==> config.mk <==
export PLATFORM = sky130hd
export DESIGN_NAME = gpsc_top
export DESIGN_NICKNAME = d
export VERILOG_FILES = /design/src/gpsc_pkg.sv /design/src/gpsc_top.sv
export SDC_FILE = /design/constraint.sdc
export NUM_CORES = 1
export LEC_CHECK = 0
export ABC_AREA = 1
export BUFFER_PORTS_ARGS = -buffer_cell sky130_fd_sc_hd__clkbuf_2
export CAP_MARGIN = 20
export CORE_UTILIZATION = 45
export CTS_CLUSTER_SIZE = 14
export DETAILED_ROUTE_END_ITERATION = 10
export GPL_TIMING_DRIVEN = 0
export PLACE_DENSITY_LB_ADDON = 0.3
export SYNTH_ARGS = -nofsm -noshare
export SYNTH_HDL_FRONTEND = slang
export SYNTH_SLANG_ARGS = --single-unit
==> constraint.sdc <==
create_clock -name clk_sys -period 3.2 [get_ports clk_sys]
set_input_delay 0.64 -clock clk_sys [delete_from_list [all_inputs] [get_ports clk_sys]]
set_output_delay 0.64 -clock clk_sys [all_outputs]
set_load 0.1 [all_outputs]
==> src/gpsc_pkg.sv <==
// What this block does
// writing one to trigger bit fires action
// control bits read back last written value
// live status bits show current signal level
// sticky bits set by level, not edge
// sticky bits clear only on written one
// query value names event handler to run
// sleep trigger sits at control bit 13
// os-only platform always reads mode bit one
// dual-mode platform boots legacy, mode bit zero
// legacy mode raises no os-visible interrupts
// mode-enter code on command port raises event
// set mode bit, then return control
// mode-exit code returns legacy, clears mode bit
// one sleep state at a time, four levels
// software enables wake, sets type, then triggers
// enabled wake event returns to working
// soft off entered via type plus trigger
// soft off exit reboots, mode bit per platform
// processors halted while sleeping or off
// os-visible interrupt is a shareable level
// dual-mode reroutes events on mode change
// legacy state only on dual-mode hardware
// mode clear routes to mgmt, set to os
// reserved bits read zero, writes harmless
// os irq held while enabled sticky bit set
package gpsc_pkg;
   // bus geometry
   localparam int ADDR_W = 8;
   localparam int DATA_W = 32;
   localparam int EVT_W = 8; // number of event inputs

   // register offsets
   localparam logic [ADDR_W-1:0] OFS_STICKY = 8'h00; // sticky status, write one clears
   localparam logic [ADDR_W-1:0] OFS_CTRL = 8'h04; // pm_control_reg
   localparam logic [ADDR_W-1:0] OFS_IRQEN = 8'h08; // interrupt enables
   localparam logic [ADDR_W-1:0] OFS_LIVE = 8'h0c; // live event levels
   localparam logic [ADDR_W-1:0] OFS_CMD = 8'h10; // legacy_command_port
   localparam logic [ADDR_W-1:0] OFS_QUERY = 8'h14; // query value
   localparam logic [ADDR_W-1:0] OFS_STATE = 8'h18; // global state
   localparam logic [ADDR_W-1:0] OFS_WAKEEN = 8'h1c; // wake enables

   // control register fields
   localparam int CTRL_MODE_BIT = 0; // os_mode_select
   localparam int CTRL_SLPTYP_LSB = 10; // sleep_type_field
   localparam int SLPTYP_W = 3;
   localparam int CTRL_SLPEN_BIT = 13; // sleep_trigger

   // sleep type encodings
   localparam logic [SLPTYP_W-1:0] SLPTYP_S1 = 3'h1;
   localparam logic [SLPTYP_W-1:0] SLPTYP_S4 = 3'h4;
   localparam logic [SLPTYP_W-1:0] SLPTYP_SOFT_OFF = 3'h5;

   // command port codes
   localparam logic [7:0] MODE_ENTER_CODE = 8'he1;
   localparam logic [7:0] MODE_EXIT_CODE = 8'h1e;

   // event polarity: one marks an active-high input
   localparam logic [EVT_W-1:0] EVT_ACTIVE_HIGH = 8'h0f;

   // reset values
   localparam logic [EVT_W-1:0] RST_EVT = 8'h00;
   // synchroniser starts at the idle level so no false event follows reset
   localparam logic [EVT_W-1:0] RST_EVT_IDLE = ~EVT_ACTIVE_HIGH;
   localparam logic [SLPTYP_W-1:0] RST_SLPTYP = 3'h0;

   // mode switch handling time
   localparam int CLK_PERIOD_NS = 10;
   localparam int SWITCH_TIME_NS = 40;
   localparam int SWITCH_CYCLES = (SWITCH_TIME_NS + CLK_PERIOD_NS - 1) / CLK_PERIOD_NS;
   localparam logic [3:0] SWITCH_LAST = 4'(SWITCH_CYCLES - 1);

   // global system states
   typedef enum logic [2:0] {
      ST_MECH_OFF,
      ST_LEGACY,
      ST_SWITCH,
      ST_WORKING,
      ST_SLEEP,
      ST_SOFT_OFF
   } gpsc_state_t;

   // register port request
   typedef struct packed {
      logic [ADDR_W-1:0] addr;
      logic [DATA_W-1:0] wdata;
      logic wr;
      logic rd;
   } gpsc_bus_t;
endpackage

==> src/gpsc_top.sv <==
// The register offsets and the strobed register port are this design's own decisions.
`timescale 1ns/100ps
module gpsc_top
#(
   parameter bit DUAL_MODE = 1'b1 // platform supports legacy and os-directed modes
)
(
   input wire logic clk_sys, // 100 MHz system clock
   input wire logic arst_n, // asynchronous reset, active low
   input wire gpsc_pkg::gpsc_bus_t busReq, // register port request
   output logic [gpsc_pkg::DATA_W-1:0] rdata_q, // read data, cycle after read
   input wire logic [gpsc_pkg::EVT_W-1:0] evtPin, // raw event pins
   output logic osIrq_q, // os_visible_irq, level
   output logic mgmtIrq_q, // transparent_mgmt_irq, level
   output logic cpuRun_q, // processors may execute
   output logic [gpsc_pkg::SLPTYP_W-1:0] sleepLevel_q, // active sleep level, zero if none
   output logic modeSelect_q // os_mode_select as software sees it
);
   import gpsc_pkg::*;

   // write decode
   function automatic logic hitWr(input gpsc_bus_t b, input logic [ADDR_W-1:0] ofs);
      hitWr = b.wr && (b.addr == ofs);
   endfunction

   // event synchroniser chain and filtered level
   logic [EVT_W-1:0] evtS1_q, evtS2_q, evtS3_q; // three-stage sampling
   logic [EVT_W-1:0] evtLvl_q, evtLvl_d; // settled pin level
   logic [EVT_W-1:0] evtActive; // input at active level

   // software-visible storage
   logic [EVT_W-1:0] sticky_q, sticky_d; // sticky status
   logic [EVT_W-1:0] irqEn_q; // interrupt enables
   logic [EVT_W-1:0] wakeEn_q; // wake enables
   logic [SLPTYP_W-1:0] slpTyp_q; // sleep_type_field, read-back
   logic mode_q, mode_d; // os_mode_select storage

   // state machine
   gpsc_state_t state_q, state_d;
   logic [3:0] swCnt_q, swCnt_d; // mode switch timer

   // decoded strobes
   logic wrSticky, wrCtrl, wrIrqEn, wrCmd, wrWakeEn;
   logic cmdEnter, cmdExit; // command port codes seen
   logic trigWrite; // sleep_trigger written as one
   logic [SLPTYP_W-1:0] trigType; // type written with trigger
   logic trigValid; // type names a supported state
   logic [EVT_W-1:0] pending; // enabled sticky events
   logic anyPending, wakeHit;
   logic modeRead; // mode bit as read
   logic [7:0] queryVal; // handler index
   logic [DATA_W-1:0] readMux;
   logic [DATA_W-1:0] ctrlRead;

   // sampling: first stage feeds only the second
   always_ff @(posedge clk_sys or negedge arst_n)
   begin
      if (!arst_n)
      begin
         // idle level, so an active-low input does not look active after reset
         evtS1_q <= RST_EVT_IDLE;
         evtS2_q <= RST_EVT_IDLE;
         evtS3_q <= RST_EVT_IDLE;
         evtLvl_q <= RST_EVT_IDLE;
      end
      else
      begin
         evtS1_q <= evtPin;
         evtS2_q <= evtS1_q;
         evtS3_q <= evtS2_q;
         evtLvl_q <= evtLvl_d;
      end
   end

   // per-bit glitch filter: level moves only when stages two and three agree
   genvar gi;
   generate
      for (gi = 0; gi < EVT_W; gi++)
      begin : gFilt
         assign evtLvl_d[gi] = (evtS2_q[gi] == evtS3_q[gi]) ? evtS3_q[gi] : evtLvl_q[gi];
      end
   endgenerate

   // polarity per input; level, not edge, drives the sticky bit
   assign evtActive = ~(evtLvl_q ^ EVT_ACTIVE_HIGH);

   // address decode
   assign wrSticky = hitWr(busReq, OFS_STICKY);
   assign wrCtrl = hitWr(busReq, OFS_CTRL);
   assign wrIrqEn = hitWr(busReq, OFS_IRQEN);
   assign wrCmd = hitWr(busReq, OFS_CMD);
   assign wrWakeEn = hitWr(busReq, OFS_WAKEEN);

   // command port codes
   assign cmdEnter = wrCmd && (busReq.wdata[7:0] == MODE_ENTER_CODE);
   assign cmdExit = wrCmd && (busReq.wdata[7:0] == MODE_EXIT_CODE);

   // trigger is write-only: an action, never stored
   assign trigWrite = wrCtrl && busReq.wdata[CTRL_SLPEN_BIT];
   assign trigType = busReq.wdata[CTRL_SLPTYP_LSB +: SLPTYP_W];
   assign trigValid = (trigType >= SLPTYP_S1) && (trigType <= SLPTYP_SOFT_OFF);

   // set wins over a clear in the same cycle; written zero leaves bits alone
   assign sticky_d = (sticky_q & ~(wrSticky ? busReq.wdata[EVT_W-1:0] : RST_EVT))
                     | evtActive;

   // pending and wake detection
   assign pending = sticky_q & irqEn_q;
   assign anyPending = |pending;
   assign wakeHit = |(sticky_q & wakeEn_q);

   // an os-only part pins the mode bit high whatever is stored
   assign modeRead = DUAL_MODE ? mode_q : 1'b1;

   // query value: lowest pending event, plus one; zero means none
   always_comb
   begin
      queryVal = 8'h00;
      for (int i = EVT_W - 1; i >= 0; i--)
      begin
         if (pending[i])
         begin
            queryVal = 8'(i + 1);
         end
      end
   end

   // control read: trigger bit position reads zero, reserved bits zero
   assign ctrlRead = {{(DATA_W - CTRL_SLPTYP_LSB - SLPTYP_W){1'b0}},
                      slpTyp_q,
                      {(CTRL_SLPTYP_LSB - 1){1'b0}},
                      modeRead};

   // read mux; unmapped offsets read zero
   assign readMux = (busReq.addr == OFS_STICKY) ? {24'h000000, sticky_q} :
                    (busReq.addr == OFS_CTRL) ? ctrlRead :
                    (busReq.addr == OFS_IRQEN) ? {24'h000000, irqEn_q} :
                    (busReq.addr == OFS_LIVE) ? {24'h000000, evtActive} :
                    (busReq.addr == OFS_QUERY) ? {24'h000000, queryVal} :
                    (busReq.addr == OFS_STATE) ? {29'h00000000, state_q} :
                    (busReq.addr == OFS_WAKEEN) ? {24'h000000, wakeEn_q} :
                    32'h00000000;

   // global state machine
   always_comb
   begin
      state_d = state_q;
      mode_d = mode_q;
      swCnt_d = swCnt_q;
      case (state_q)
         ST_MECH_OFF:
         begin
            // boot: dual parts come up legacy, os-only parts working
            state_d = DUAL_MODE ? ST_LEGACY : ST_WORKING;
            mode_d = ~DUAL_MODE;
         end
         ST_LEGACY:
         begin
            if (cmdEnter)
            begin
               state_d = ST_SWITCH;
               swCnt_d = 4'h0;
            end
         end
         ST_SWITCH:
         begin
            // mode bit set on the same edge control returns
            if (swCnt_q == SWITCH_LAST)
            begin
               state_d = ST_WORKING;
               mode_d = 1'b1;
            end
            else
            begin
               swCnt_d = swCnt_q + 4'h1;
            end
         end
         ST_WORKING:
         begin
            if (cmdExit && DUAL_MODE)
            begin
               state_d = ST_LEGACY;
               mode_d = 1'b0;
            end
            else if (trigWrite && trigValid)
            begin
               // relies on wake enables being written first
               state_d = (trigType == SLPTYP_SOFT_OFF) ? ST_SOFT_OFF : ST_SLEEP;
            end
         end
         ST_SLEEP:
         begin
            if (wakeHit)
            begin
               state_d = ST_WORKING;
            end
         end
         ST_SOFT_OFF:
         begin
            // leaving soft off is a full reboot through mechanical off
            if (wakeHit)
            begin
               state_d = ST_MECH_OFF;
            end
         end
         default:
         begin
            state_d = ST_MECH_OFF;
         end
      endcase
   end

   // state and mode storage
   always_ff @(posedge clk_sys or negedge arst_n)
   begin
      if (!arst_n)
      begin
         state_q <= ST_MECH_OFF;
         mode_q <= 1'b0;
         swCnt_q <= 4'h0;
      end
      else
      begin
         state_q <= state_d;
         mode_q <= mode_d;
         swCnt_q <= swCnt_d;
      end
   end

   // software registers
   always_ff @(posedge clk_sys or negedge arst_n)
   begin
      if (!arst_n)
      begin
         sticky_q <= RST_EVT;
         irqEn_q <= RST_EVT;
         wakeEn_q <= RST_EVT;
         slpTyp_q <= RST_SLPTYP;
      end
      else
      begin
         sticky_q <= sticky_d;
         if (wrIrqEn)
         begin
            irqEn_q <= busReq.wdata[EVT_W-1:0];
         end
         if (wrWakeEn)
         begin
            wakeEn_q <= busReq.wdata[EVT_W-1:0];
         end
         if (wrCtrl)
         begin
            slpTyp_q <= trigType;
         end
      end
   end

   // outputs; interrupt routing follows the mode bit as read
   always_ff @(posedge clk_sys or negedge arst_n)
   begin
      if (!arst_n)
      begin
         rdata_q <= 32'h00000000;
         osIrq_q <= 1'b0;
         mgmtIrq_q <= 1'b0;
         cpuRun_q <= 1'b0;
         sleepLevel_q <= RST_SLPTYP;
         modeSelect_q <= 1'b0;
      end
      else
      begin
         rdata_q <= busReq.rd ? readMux : 32'h00000000;
         // held as long as any enabled sticky bit stays set: a shareable level
         osIrq_q <= modeRead && anyPending;
         // mode-enter request is handled by management firmware
         mgmtIrq_q <= (!modeRead && anyPending) || (state_q == ST_SWITCH);
         // frozen context: no execution while switching, sleeping or off
         cpuRun_q <= (state_d == ST_WORKING) || (state_d == ST_LEGACY);
         sleepLevel_q <= (state_d == ST_SLEEP || state_d == ST_SOFT_OFF) ?
                         ((state_q == ST_WORKING) ? trigType : sleepLevel_q) :
                         RST_SLPTYP;
         modeSelect_q <= DUAL_MODE ? mode_d : 1'b1;
      end
   end
endmodule

==> metrics.yaml <==
diodes: 0
setup_viol_count_final: 0
grt_max_degree: 51
drc: 0
cts_tree: "yes"
clock_path_buffers: 2
end_kind: "output port"
powerDensity_mw_per_mm2: 543
status: "finished clean"
vias: 2931
die_w_um: 94.9
timing.fmax_mhz: 524
clkTransAtPathRegs_ns: 0.09
wl_um: 7760
crit_chain: "clkbuf_2"
numCtsBuffers: 9
dieArea_mm2: 0.00901
postRouteAntennaNets: 0
maxSlewHeadroom_pct: 63.4
fin_skew_ns: 0.00640
cts_sinks: 84
syn_avg_cell_area_um2: 9.36
path_max_fanout: 4
hp-class: "primary input to async pin"
hold_buffers: 0
fp-row-count: 33
crit_path_start_kind: "register"
vias_per_cell: 4.84
fin_setup_tns_ns: 0
critPathRequiredTime_ns: 2.56
ios: 91
grt_pass1_wl_um: 13000
postSynthCellCount: 415
first_pass_iters: 5
antenna_found_initial: 0
setup_slack_ns: 1.29
grt_usage_pct: 19.5
dp.cells: 590
crit_family: "buffers and inverters"
cp_num_buf_inv: 1
power_mw: 2.48
leakage_nw: 2.25
initialDrtViolationCount: 139
fin_hold_ws_ns: 0.249
async_flop_share_pct: 100
synth-main-ff-cell: "dfrtp_1"
layout-drive-gt1-share_pct: 30.3
synth_area_mm2: 0.00389
final_max_slew_viol_count: 0
pre_cts_slack_ns: 1.09
nets: 549
tightest_slew_ns: 0.552
ys_seq_area_share_pct: 54.6
irDropWorstVdd_uv: 235
h-tree-depth: 3
max_stage_delay_ns: 0.48
critPathKind: "register to output port"
finalNonFillerCells: 606
io_buffers: 49
globalplace.congestion: 0.862
wl_per_cell_um: 12.8
synth_seq_cells: 84
overflow: 0
synth_cell_type_count: 34
max_cap_violations: 0
cp_slowest_cell: "clkbuf_2"
rsz0062_at_grt: "no"
root_buffer: "clkbuf_8"
hold_viol_final: 0
cp.arrival_ns: 1.27
post_cts_resized: 0
post_cts_buffers: 0
synth-edff-count: 0
period_share_pct: 59.7
post-route-min-period_ns: 1.91
clock_latency_ns: 0.37
grt_pass1_vias: 2776
die_h_um: 94.9
area.growth.synth_to_final_pct: 17.5
dp_hpwl_um: 5720
coreArea_mm2: 0.00830
initial_core_util_pct: 46.8
synth_warnings: 0
registers in the layout, summed over array words and instances (netlist names), 3 cells and up:
| signal | flops |
|---|---|
| evtS3_q | 8 |
| rdata_q | 11 |
| swCnt_q | 4 |
| sleepLevel_q | 3 |
| sticky_q | 8 |
| slpTyp_q | 3 |
| evtLvl_q | 8 |
| irqEn_q | 8 |
| state_q | 3 |
| evtS2_q | 8 |
| wakeEn_q | 8 |
| evtS1_q | 8 |
placed cells by master, fill, tap and decap left out, drive strengths merged, types with 2 or more instances in the layout:
cell,instances
nand2,122
dfrtp,68
clkbuf,58
inv,53
o21ai,32
nor2,30
buf,25
conb,21
a21oi,18
nand3,18
dfstp,16
nand4,9
maj3,8
or2,5
nor3,4
o211ai,3
a31oi,2
clkinv,2
where the power goes:
part           switching (mW)  internal (mW)
combinational           0.383          0.127
sequential             0.0585           1.15
clock                   0.396          0.366
per-stage QoR:
| step | util (%) | cell area, µm² |
|---|---|---|
| after floorplan | - | 3960 |
| after detailed placement | 52.6 | 4370 |
| after CTS | 55.0 | 4570 |
| after global routing | 55.0 | 4570 |
| final | 55.0 | 4570 |
| after global placement | 52.3 | 4340 |
synthesized netlist by cell type, types with 4 or more instances:
master | number | area, µm²
dfstp_2 | 16 | 420
nor2_4 | 6 | 67.6
nor2_2 | 4 | 25.0
inv_2 | 5 | 18.8
dfrtp_1 | 68 | 1700
nor2_1 | 20 | 75.1
o21ai_0 | 15 | 75.1
nand4_1 | 9 | 56.3
nand3_2 | 4 | 40.0
o21ai_2 | 16 | 140
or2_0 | 5 | 31.3
nand3_1 | 13 | 65.1
nand2_1 | 117 | 439
inv_1 | 45 | 169
maj3_1 | 8 | 80.1
a21oi_1 | 15 | 75.1
buf_4 | 21 | 158
final cells by class:
class                           instances  area (µm²)
Buffer                                 24         191
Clock buffer                            9         124
Clock inverter                          7        73.8
Fill cell                             758        3730
Inverter                               50         188
Multi-Input combinational cell        277        1460
Sequential cell                        84        2120
Tap cell                              105         131
Timing Repair Buffer                   50         275
final timing paths:
path / start / end / slack [ns] / depth (start not counted)
worst min-delay path: arst_n / sleepLevel_q[0]$_DFFE_PN0P_ / 0.25 / 1
max in group asynchronous: arst_n / evtLvl_q[6]$_DFFE_PN1N_ / 2.29 / 2
worst max-delay path: modeSelect_q$_DFFE_PN0P_ / modeSelect_q / 1.29 / 1
worst max register to register: sticky_q[7]$_DFF_PN0_ / cpuRun_q$_DFF_PN0_ / 1.71 / 8
worst min register to register: evtS1_q[2]$_DFF_PN0_ / evtS2_q[2]$_DFF_PN0_ / 0.35 / 0
min in group clk_sys: evtPin[6] / evtS1_q[6]$_DFF_PN1_ / 0.35 / 1
layer usage:
metal	GRT usage, %	part of all wire (%)
met5	0	0
met4	10.6	2.4
met3	3.46	6.5
met2	30.0	46
met1	26.1	46
logic make-up (layout without fill, tap and decap cells):
group,Yosys count,in the layout,share of synthesized area [%]
other cells,1,21,0.0965
fa+ha+maj,9,9,2.38
simple gates,188,188,23.1
buf+inv,74,140,9.76
compound gates,58,58,9.79
flops,84,84,54.6
xor+xnor,1,1,0.225
Power figures use the tool's default switching activity.
